### config.mk
export PLATFORM = sky130hd
export DESIGN_NAME = vout_fault_response_handler
export DESIGN_NICKNAME = d
export VERILOG_FILES = /design/src/design/vout_fault_pkg.sv /design/src/design/vout_fault_response_handler.sv
export SDC_FILE = /design/constraint.sdc
export NUM_CORES = 1
export LEC_CHECK = 0
export BUFFER_PORTS_ARGS = -buffer_cell sky130_fd_sc_hd__buf_4
export CAP_MARGIN = 10
export CORE_ASPECT_RATIO = 1.25
export CORE_MARGIN = 1
export CORE_UTILIZATION = 40
export CTS_BUF_LIST = sky130_fd_sc_hd__clkbuf_16
export DETAILED_ROUTE_END_ITERATION = 16
export PLACE_DENSITY = 0.56
export SLEW_MARGIN = 20
export SYNTH_ARGS = -nofsm -noshare
export SYNTH_HDL_FRONTEND = slang
export SYNTH_SLANG_ARGS = --single-unit
export TNS_END_PERCENT = 20
### constraint.sdc
create_clock -name pclk -period 3.3 [get_ports pclk]
set_input_delay 0.165 -clock pclk [delete_from_list [all_inputs] [get_ports pclk]]
set_output_delay 0.165 -clock pclk [all_outputs]
set_load 0.02 [all_outputs]
### src/design/vout_fault_pkg.sv
// Constants shared by the output-voltage fault response handler.
package vout_fault_pkg;

	// ------------------------------------------------------------
	// Register byte addresses
	// ------------------------------------------------------------
	localparam logic [7:0] A_OV0 = 8'h00;
	localparam logic [7:0] A_UV0 = 8'h04;
	localparam logic [7:0] A_OV1 = 8'h08;
	localparam logic [7:0] A_UV1 = 8'h0C;
	localparam logic [7:0] A_RCNT = 8'h10;
	localparam logic [7:0] A_RDLY = 8'h14;
	localparam logic [7:0] A_TOFF0 = 8'h18;
	localparam logic [7:0] A_TOFF1 = 8'h1C;
	localparam logic [7:0] A_CTRL = 8'h20;
	localparam logic [7:0] A_STAT = 8'h24;
	localparam logic [7:0] A_CLR = 8'h28;
	localparam logic [7:0] A_CHST = 8'h2C;

	// ------------------------------------------------------------
	// Values after reset
	// ------------------------------------------------------------
	localparam logic [7:0] OV_RESP_RST = 8'h80;
	localparam logic [7:0] UV_RESP_RST = 8'h7F;
	localparam logic [2:0] RCNT_RST = 3'h0;
	localparam logic [15:0] RDLY_RST = 16'h00C8;
	localparam logic [15:0] TOFF_RST = 16'h0000;

	// ------------------------------------------------------------
	// Response byte fields and control bits
	// ------------------------------------------------------------
	localparam int ACT_LSB = 6;
	localparam int RTY_LSB = 3;
	localparam int DLY_LSB = 0;
	localparam logic [1:0] ACT_IGNORE = 2'h0;
	localparam logic [1:0] ACT_RIDE = 2'h1;
	localparam int CTRL_ON_LSB = 0;
	localparam int CTRL_TRK_LSB = 2;

	// ------------------------------------------------------------
	// Timing
	// ------------------------------------------------------------
	localparam int CLK_NS = 25;
	localparam int SAMPLE_NS = 12200;
	localparam int SAMPLE_CYC = SAMPLE_NS / CLK_NS;
	localparam int MS_NS = 1000000;
	localparam int MS_CYC = MS_NS / CLK_NS;

	typedef enum logic [3:0] {
		ST_OFF = 4'h1,
		ST_ON = 4'h2,
		ST_SEQOFF = 4'h4,
		ST_HOLD = 4'h8
	} chan_state_t;

endpackage : vout_fault_pkg

### src/design/vout_fault_response_handler.sv
// Two-channel output overvoltage/undervoltage fault response handler.
//
// Local design decisions: the address map and the APB register port.
`timescale 1ns/1ps
module vout_fault_response_handler
	import vout_fault_pkg::*;
#(
	parameter int CYC_PER_MS = MS_CYC
) (
	// Clock and reset
	input wire logic pclk,
	input wire logic presetn,
	// APB slave
	input wire logic psel,
	input wire logic penable,
	input wire logic pwrite,
	input wire logic [7:0] paddr,
	input wire logic [31:0] pwdata,
	output logic [31:0] prdata,
	output logic pready,
	output logic pslverr,
	// Fast supervisor faults and channel controls
	input wire logic [1:0] ov_fault,
	input wire logic [1:0] uv_fault,
	input wire logic [1:0] ext_fault,
	input wire logic [1:0] ctrl_pin,
	input wire logic bias_ok,
	// Channel enables, status and alert
	output logic [1:0] chan_en,
	output logic [3:0] vout_status,
	output logic alert_out_n
);

	// ------------------------------------------------------------
	// State
	// ------------------------------------------------------------
	typedef struct packed {
		chan_state_t [1:0] st;
		logic [3:0][7:0] resp;
		logic [2:0] rcnt;
		logic [15:0] rdly;
		logic [1:0][15:0] toff;
		logic [1:0] op_on;
		logic [1:0] trk;
		logic [3:0] vstat;
		logic alert_n;
		logic [3:0][2:0] dg;
		logic [3:0][2:0] rty_lat;
		logic [1:0][2:0] rty_sel;
		logic [1:0][2:0] left;
		logic [1:0][15:0] tmr;
		logic [1:0] en;
		logic [15:0] ms_cnt;
		logic [8:0] smp_cnt;
		logic [31:0] prdata;
	} state_t;

	state_t q;
	state_t n;
	logic [3:0] flt;
	logic [3:0] qual;
	logic [3:0] trip;
	logic [1:0] on_req;
	logic ms_tick;
	logic smp_tick;
	logic wr_clr;
	logic any_set;

	function automatic logic [1:0] act_of(input logic [7:0] r);
		act_of = r[ACT_LSB +: 2];
	endfunction : act_of

	function automatic logic [2:0] rty_of(input logic [7:0] r);
		rty_of = r[RTY_LSB +: 3];
	endfunction : rty_of

	function automatic logic [2:0] dly_of(input logic [7:0] r);
		dly_of = r[DLY_LSB +: 3];
	endfunction : dly_of

	function automatic logic addr_hit(input logic [7:0] a);
		addr_hit = (a <= A_CHST) && (a[1:0] == 2'h0);
	endfunction : addr_hit

	// Only the fast supervisor comparators feed the deglitch filters; ext_fault acts on the channels directly.
	assign flt = {uv_fault[1], ov_fault[1], uv_fault[0], ov_fault[0]};
	assign pready = 1'b1;
	assign pslverr = psel && penable && !addr_hit(paddr);
	assign prdata = q.prdata;
	assign chan_en = q.en;
	assign vout_status = q.vstat;
	assign alert_out_n = q.alert_n;

	// ------------------------------------------------------------
	// Next state
	// ------------------------------------------------------------
	always_comb begin
		n = q;
		wr_clr = 1'b0;
		any_set = 1'b0;
		ms_tick = (q.ms_cnt == 16'(CYC_PER_MS - 1));
		smp_tick = (q.smp_cnt == 9'(SAMPLE_CYC - 1));
		n.ms_cnt = ms_tick ? 16'h0000 : q.ms_cnt + 16'h0001;
		n.smp_cnt = smp_tick ? 9'h000 : q.smp_cnt + 9'h001;
		// Register writes take effect in the access phase.
		if (psel && penable && pwrite) begin
			case (paddr)
				A_OV0: n.resp[0] = pwdata[7:0];
				A_UV0: n.resp[1] = pwdata[7:0];
				A_OV1: n.resp[2] = pwdata[7:0];
				A_UV1: n.resp[3] = pwdata[7:0];
				A_RCNT: n.rcnt = pwdata[2:0];
				A_RDLY: n.rdly = pwdata[15:0];
				A_TOFF0: n.toff[0] = pwdata[15:0];
				A_TOFF1: n.toff[1] = pwdata[15:0];
				A_CTRL: begin
					n.op_on = pwdata[CTRL_ON_LSB +: 2];
					n.trk = pwdata[CTRL_TRK_LSB +: 2];
				end
				A_CLR: wr_clr = 1'b1;
				default: ;
			endcase
		end
		// Clearing status never restarts a channel; a new fault wins.
		if (wr_clr) begin
			n.vstat = 4'h0;
			n.alert_n = 1'b1;
		end
		// Deglitch and qualify each fault source.
		for (int f = 0; f < 4; f++) begin
			if (smp_tick) begin
				if (!flt[f]) begin
					n.dg[f] = 3'h0;
				end else if (q.dg[f] != dly_of(q.resp[f])) begin
					n.dg[f] = q.dg[f] + 3'h1;
				end
			end
			qual[f] = flt[f] && (q.dg[f] == dly_of(q.resp[f]));
			trip[f] = (act_of(q.resp[f]) == ACT_RIDE && qual[f])
				|| (q.resp[f][ACT_LSB + 1] && flt[f]);
			if (qual[f] || trip[f]) begin
				n.vstat[f] = 1'b1;
				n.alert_n = 1'b0;
				any_set = 1'b1;
			end
		end
		// Per-channel power and retry sequencing.
		for (int c = 0; c < 2; c++) begin
			on_req[c] = ctrl_pin[c] && q.op_on[c] && bias_ok;
			case (q.st[c])
				ST_OFF: begin
					n.en[c] = 1'b0;
					n.tmr[c] = 16'h0000;
					if (on_req[c]) begin
						n.st[c] = ST_ON;
						n.en[c] = 1'b1;
						n.left[c] = q.rcnt;
						n.rty_lat[2*c] = rty_of(q.resp[2*c]);
						n.rty_lat[2*c+1] = rty_of(q.resp[2*c+1]);
					end
				end
				ST_ON: begin
					if (!on_req[c]) begin
						n.st[c] = ST_OFF;
						n.en[c] = 1'b0;
					end else if (trip[2*c] || trip[2*c+1] || ext_fault[c]) begin
						n.rty_sel[c] = trip[2*c] ? q.rty_lat[2*c]
							: q.rty_lat[2*c+1];
						if (ext_fault[c]) begin
							n.left[c] = 3'h0;
						end
						n.tmr[c] = 16'h0000;
						if (q.trk[c]) begin
							n.st[c] = ST_SEQOFF;
						end else begin
							n.st[c] = ST_HOLD;
							n.en[c] = 1'b0;
						end
					end
				end
				ST_SEQOFF: begin
					if (!on_req[c]) begin
						n.st[c] = ST_OFF;
						n.en[c] = 1'b0;
					end else begin
						if (ext_fault[c]) begin
							n.left[c] = 3'h0;
						end
						if (q.tmr[c] >= q.toff[c]) begin
							n.st[c] = ST_HOLD;
							n.en[c] = 1'b0;
							n.tmr[c] = 16'h0000;
						end else if (ms_tick) begin
							n.tmr[c] = q.tmr[c] + 16'h0001;
						end
					end
				end
				ST_HOLD: begin
					n.en[c] = 1'b0;
					if (!on_req[c]) begin
						n.st[c] = ST_OFF;
					end else if (ext_fault[c]) begin
						n.left[c] = 3'h0;
					end else if (q.rty_sel[c] != 3'h0
						&& q.left[c] != 3'h0) begin
						if (q.tmr[c] >= q.rdly) begin
							n.st[c] = ST_ON;
							n.en[c] = 1'b1;
							n.left[c] = q.left[c] - 3'h1;
							n.tmr[c] = 16'h0000;
						end else if (ms_tick) begin
							n.tmr[c] = q.tmr[c] + 16'h0001;
						end
					end
				end
				default: begin
					n.st[c] = ST_OFF;
					n.en[c] = 1'b0;
				end
			endcase
		end
		// Read data is captured in the setup phase.
		if (psel && !penable) begin
			case (paddr)
				A_OV0: n.prdata = {24'h000000, q.resp[0]};
				A_UV0: n.prdata = {24'h000000, q.resp[1]};
				A_OV1: n.prdata = {24'h000000, q.resp[2]};
				A_UV1: n.prdata = {24'h000000, q.resp[3]};
				A_RCNT: n.prdata = {29'h0000000, q.rcnt};
				A_RDLY: n.prdata = {16'h0000, q.rdly};
				A_TOFF0: n.prdata = {16'h0000, q.toff[0]};
				A_TOFF1: n.prdata = {16'h0000, q.toff[1]};
				A_CTRL: n.prdata = {28'h0000000, q.trk, q.op_on};
				A_STAT: n.prdata = {27'h0000000, ~q.alert_n, q.vstat};
				A_CHST: n.prdata = {16'h0000, q.left, q.en, q.st};
				default: n.prdata = 32'h00000000;
			endcase
		end
	end

	// ------------------------------------------------------------
	// Registers
	// ------------------------------------------------------------
	always_ff @(posedge pclk or negedge presetn) begin
		if (!presetn) begin
			q <= '0;
			q.st <= {ST_OFF, ST_OFF};
			q.resp <= {UV_RESP_RST, OV_RESP_RST, UV_RESP_RST, OV_RESP_RST};
			q.rcnt <= RCNT_RST;
			q.rdly <= RDLY_RST;
			q.toff <= {TOFF_RST, TOFF_RST};
			q.alert_n <= 1'b1;
		end else begin
			q <= n;
		end
	end
endmodule : vout_fault_response_handler

======== Word level (Yosys, flattened, before mapping) ========
Index checks and enable logic that the tools add are counted.
storage, ports and cells
  flip-flop bits (word level) ............. 227
  bits of input ports ..................... 54
  output and inout port bits .............. 41
  word-level logic and storage cells ...... 301
operators by class
  add/subtract/negate cells ............... 10
  $lt $le $gt $ge ......................... 5
  eq/ne operators ......................... 67
  muxes and demuxes ....................... 107
  bitwise operators ....................... 1
  reductions and logical operators ........ 75
operator list
  operator                 count
  $mux W16                 19
  $pmux W16 S11            1
  $pmux W16 S4             2
  $mux W3                  28
  $mux W4                  20
  $ge A16 B16 Y1           4
  $add A16 B1 Y16 const B  3
  $ne A3 B3 Y1 const B     16
  $eq A8 B5 Y1 const B     4
  $eq A8 B6 Y1 const B     4
  $pmux W4 S4              2
  $reduce_and A2 Y1        15
  $mux W1                  28
  $ne A2 B2 Y1 const B     14
  $pmux W3 S4              2
  $logic_and A1 B1 Y1      23
  $eq A16 B16 Y1 const B   1
  $eq A8 B4 Y1 const B     2
  $reduce_and A8 Y1        2
  $reduce_and A7 Y1        2
  $add A3 B1 Y3 const B    4
  $eq A3 B3 Y1             4
  $logic_or A1 B1 Y1       12
  $ne A3 B3 Y1             4
  other kinds (25)         49

======== Longest topological paths before layout ========
  depth after elaboration ................. 9
  gate-level depth with buffers ........... 10
  mapped depth without buffers ............ 9

======== Least setup slack after synthesis ========
No wires, ideal clock.
  path type ............................... reg-to-reg
  start ................................... register q[171] in the netlist's numbering
  end ..................................... register q[81] in the netlist's numbering
  setup time .............................. 0.121 ns
  data arrival time ....................... 2.237 ns
  required time ........................... 3.179 ns
  setup slack ............................. 0.942 ns
  cell stages (with the launch flop) ...... 11
  buffers on the path ..................... 1
  clock period less this slack ............ 2.358 ns
  path through ............................ dfstp_2 > inv_1 > ha_1 > o21a_1 > nor2_1 > o31a_1 > o31ai_1 > o21ai_1 > nor2_1 > buf_2 > nor2_1
between the ends
  longest elaborated chain between the ends .. 6
RTL lines
  what                      RTL line                            RTL
  start: declaration        vout_fault_response_handler.sv:58   state_t q;
  start signal: assignment  vout_fault_response_handler.sv:254  q <= n;
  $ge A16 B16 Y1            vout_fault_response_handler.sv:206  if (q.tmr[c] >= q.rdly) begin
  $mux W16                  vout_fault_response_handler.sv:206
  $mux W16                  vout_fault_response_handler.sv:204  end else if (q.rty_sel[c] != 3'h0
  $mux W16                  vout_fault_response_handler.sv:202  end else if (ext_fault[c]) begin
  $mux W16                  vout_fault_response_handler.sv:200  if (!on_req[c]) begin
  $pmux W16 S4              vout_fault_response_handler.sv:150  case (q.st[c])
Every way passes these cells. The select of a mux whose other input is x is not followed.
A chain may end at the register's enable or synchronous reset.

======== Worst setup path in the final report ========
  start ................................... register q[59] in the netlist's numbering
  end ..................................... register q[73] in the netlist's numbering
between the ends
  longest elaborated chain between the ends .. 7
  elaborated cells between the ends (all ways) .. 11
  those cells by class .................... add/sub: 1; order compare: 2; mux: 8
RTL lines
  what             RTL line
  $add A16 B1 Y16  vout_fault_response_handler.sv:194, vout_fault_response_handler.sv:212
  $mux W16         vout_fault_response_handler.sv:193, vout_fault_response_handler.sv:211
  $mux W16         vout_fault_response_handler.sv:206
  $mux W16         vout_fault_response_handler.sv:204
  $mux W16         vout_fault_response_handler.sv:202
  $mux W16         vout_fault_response_handler.sv:200
  $pmux W16 S4 *   vout_fault_response_handler.sv:150
Every way passes the cells marked *; elsewhere a longest branch is shown, timed or not. The select of a mux whose other input is x is not followed.

==> results_dict.tcl <==
set metrics [dict create \
    reg2reg_slack_ns 0.61 \
    antennaDiodeCount 0 \
    synth_seq_cells 211 \
    min_from "ctrl_pin[0]" \
    synth-async-reset-ratio_pct 100 \
    cts_root_buf "clkbuf_16" \
    dp_hpwl_mm 24.8 \
    drt_iter0_markers 656 \
    path_common_cell "nand4_1" \
    die_w_um 158 \
    antenna_found_initial 0 \
    synth.yosys.seq_area_share_pct 43.4 \
    status "complete, no violations" \
    multi_input_area_um2 6290 \
    switching_share_pct 23.9 \
    wl_per_cell_um 19.7 \
    synth_area_um2 12200 \
    dr_total_vias 9420 \
    cts_tree "done" \
    fin_total_pwr_mw 5.59 \
    hold_viol 0 \
    dp_slack_ns 0.603 \
    startpoint_type "register" \
    drcViolationCount 0 \
    grt_pass1_wl_mm 53.6 \
    p_per_area_nw_per_um2 400 \
    pwr-share-comb_pct 5.5 \
    cap_violations 0 \
    synth.avg_cell_area_um2 10.0 \
    layout-drive-gt1-share_pct 18.5 \
    critical_path_buf_inv_count 1 \
    post_cts_buffers 0 \
    slowest_delay_ns 0.42 \
    cts_num_sinks 211 \
    grt_max_degree 89 \
    path_delay_family "compound AO/OA/AOI/OAI gates" \
    num_io_pins 95 \
    tns_ns 0 \
    seq_area_um2 5310 \
    fin_crit_sh_pct 81.6 \
    drtPass1Iterations 8 \
    p_int_mw 4.25 \
    finalNonFillerCells 1708 \
    final_core_util_pct 46.3 \
    synth_top_area_share_pct 38.6 \
    clk_path_buf_depth 3 \
    synth_area_leaders "dfrtp_1, mux2_2, ha_1" \
    cts_made_buffers 25 \
    first_global_vias 9465 \
    grt_usage_pct 22.4 \
    setup_violations 0 \
    rows 71 \
    power_leakage_nw 6.59 \
    dp.cells 1640 \
    worst_ep_required_time_ns 3.77 \
    worstMarginPinSlew_ns 0.980 \
    fp.coreArea_um2 30100 \
    cpMaxStageDelayCell "dfrtp_1" \
    p_sw_mw 1.34 \
    skew_ns 0.0280 \
    finalMaxSlewViolations 0 \
    design_area_um2 14000 \
    crit_fanout 6 \
    pwr-share-clk_pct 47.2 \
    filler_cell_count 2876 \
    worstHoldPathType "input pin to register" \
    initial_core_util_pct 40.6 \
    port-buffer-count 61 \
    path_clk_slew_ns 0.06 \
    gp_congestion 0.864 \
    fmax_ghz 0.371 \
    drt.antenna.violating_nets 0 \
    sequentialPowerShare_pct 47.3 \
    synthCells 1219 \
    fp.dieH_um 198 \
    final.setup.worst_slack_ns 0.606 \
    whs_ns 0.0456 \
    rsz0062_at_grt "false" \
    fin_nets 1418 \
    ys_warn_count 0 \
    cp-startpoint "q[59]$_DFFE_PN0P_" \
    slew_headroom_pct 33.9 \
    arrival_ns 3.16 \
    insertion_delay_ns 0.54 \
    end_kind "register" \
    die_area_um2 31300 \
    synth_ff_type "dfrtp_1" \
    routed_wl_mm 33.6 \
    path_cells "inv_1, ha_1, nand2b_1, a2111o_1, a32oi_1, nand4_1, a21oi_2, nand4_1, mux2i_1" \
    overflow 0 \
    area_delta_synth_final_pct 14.0 \
    place_area_um2 13000 \
    synth_cell_types 81 \
    htree_levels 1 \
    r2r-start "q[59]$_DFFE_PN0P_" \
    vias_per_cell 5.52 \
    vdd_drop_max_v 0.000315 \
    fin_crit_ns 2.69 \
    synth-edff-count 0 \
    synth_area_leader_cell "dfrtp_1" \
    worstSetupPathType "register to register" \
]
-- layout make-up --
type                       count  area share [%]
sequential                   211            38.0
clock buffer                  25            4.48
multi-input combinational    883            45.1
timing repair buffer         103            6.08
clock inverter                21            1.03
inverter                      64            1.72
tap                          401            3.60
-- logic make-up after synthesis --
| group | after synthesis | synth area share, % |
|---|---|---|
| AOI/OAI and AO/OA | 250 | 14.3 |
| xor gates and xnor gates | 53 | 3.79 |
| adders and majority gates | 76 | 7.77 |
| buffers and inverters | 140 | 5.71 |
| DFF | 211 | 43.4 |
| muxes | 98 | 8.90 |
| other | 2 | 0.0614 |
| and+or+nand+nor | 389 | 16.1 |
-- metal layers --
layer	vias to the layer above	wire length [µm]	share of wire, %	GRT usage [%]
met5	-	0	0	0
met4	0	1340	4.0	9.29
met3	60	1500	4.5	2.24
met2	267	15900	47	37.1
met1	4583	15000	44	29.6
li1	4510	-	-	-
-- synthesized netlist by cell type (4+ instances only) --
library cell / instances
nor3_1: 30
a221oi_1: 5
inv_1: 64
nand2b_1: 22
a31oi_1: 7
a21o_1: 34
nand4_1: 24
a32oi_1: 4
a22o_1: 16
o21ai_0: 57
xnor2_1: 34
mux2_2: 87
nor4_1: 10
a222oi_1: 16
ha_1: 76
and3_1: 22
nand3_1: 45
a22oi_1: 15
dfstp_2: 22
nor3b_1: 4
and2_1: 9
nor2_1: 77
buf_2: 12
nand3b_1: 4
or4_1: 4
a21oi_1: 45
clkbuf_1: 20
dfrtp_1: 189
or3_1: 4
buf_4: 40
o22ai_1: 7
nor2_2: 4
o21a_1: 4
nand2_1: 102
nor2b_1: 8
mux2i_1: 11
xor2_1: 19
or2_2: 4
-- power by group through the flow --
stage	clock network, mW	logic, mW	registers, mW
final	2.64	0.305	2.64
after global routing	2.81	0.340	2.65
after CTS	2.71	0.310	2.64
after detailed placement	0	0.288	2.69
after global placement	0	0.286	2.69
after floorplan	0	0.140	2.68
-- worst paths after layout --
path / cells past startpoint / endpoint
setup / recovery: 9 / q[73]$_DFFE_PN0P_
hold / removal: 3 / q[221]$_DFFE_PN0P_
setup reg to reg: 9 / q[73]$_DFFE_PN0P_
hold reg to reg: 1 / prdata[6]$_DFFE_PN0P_
max in group asynchronous: 3 / q[171]$_DFFE_PN1P_
min in group asynchronous: 2 / q[116]$_DFFE_PN0P_
-- worst reg2reg max path, stage by stage, from the launching register on --
cell,delay [ns]
dfrtp_1,0.42
inv_1,0.11
ha_1,0.29
nand2b_1,0.14
a2111o_1,0.40
a32oi_1,0.39
nand4_1,0.24
a21oi_2,0.35
nand4_1,0.14
mux2i_1,0.14
-- sequential cells by signal (all words and copies together) (netlist names) --
name         flops
vout_status      4
prdata          16
chan_en          2
alert_out_n      1
q              188
-- layout by cell type (no fill, tap or decap), types with 8 or more instances in the layout --
cell,netlist,final
nor2b_1,8,8
dfrtp_1,189,189
inv_1,64,71
nand4_1,24,24
and3_1,22,22
ha_1,76,76
a21oi_1,45,45
xnor2_1,34,34
o21ai_0,57,57
nor2_1,77,77
nor4_1,10,10
nor3_1,30,30
dlygate4sd3_1,0,22
a222oi_1,16,16
a22oi_1,15,15
a22o_1,16,16
buf_4,40,79
nand2_1,102,102
mux2_2,87,87
mux2i_1,11,11
nand3_1,45,45
clkbuf_16,0,25
dfstp_2,22,22
and2_1,9,9
nand2b_1,22,22
a21o_1,34,34
conb_1,2,17
xor2_1,19,19
-- timing repair --
item / 4_1_cts / 5_1_grt
endpoints found under the hold margin: 169 / 0
resized for setup: 0 / 0
hold buffers: 22 / 0
(Power assumes the default switching activity.)
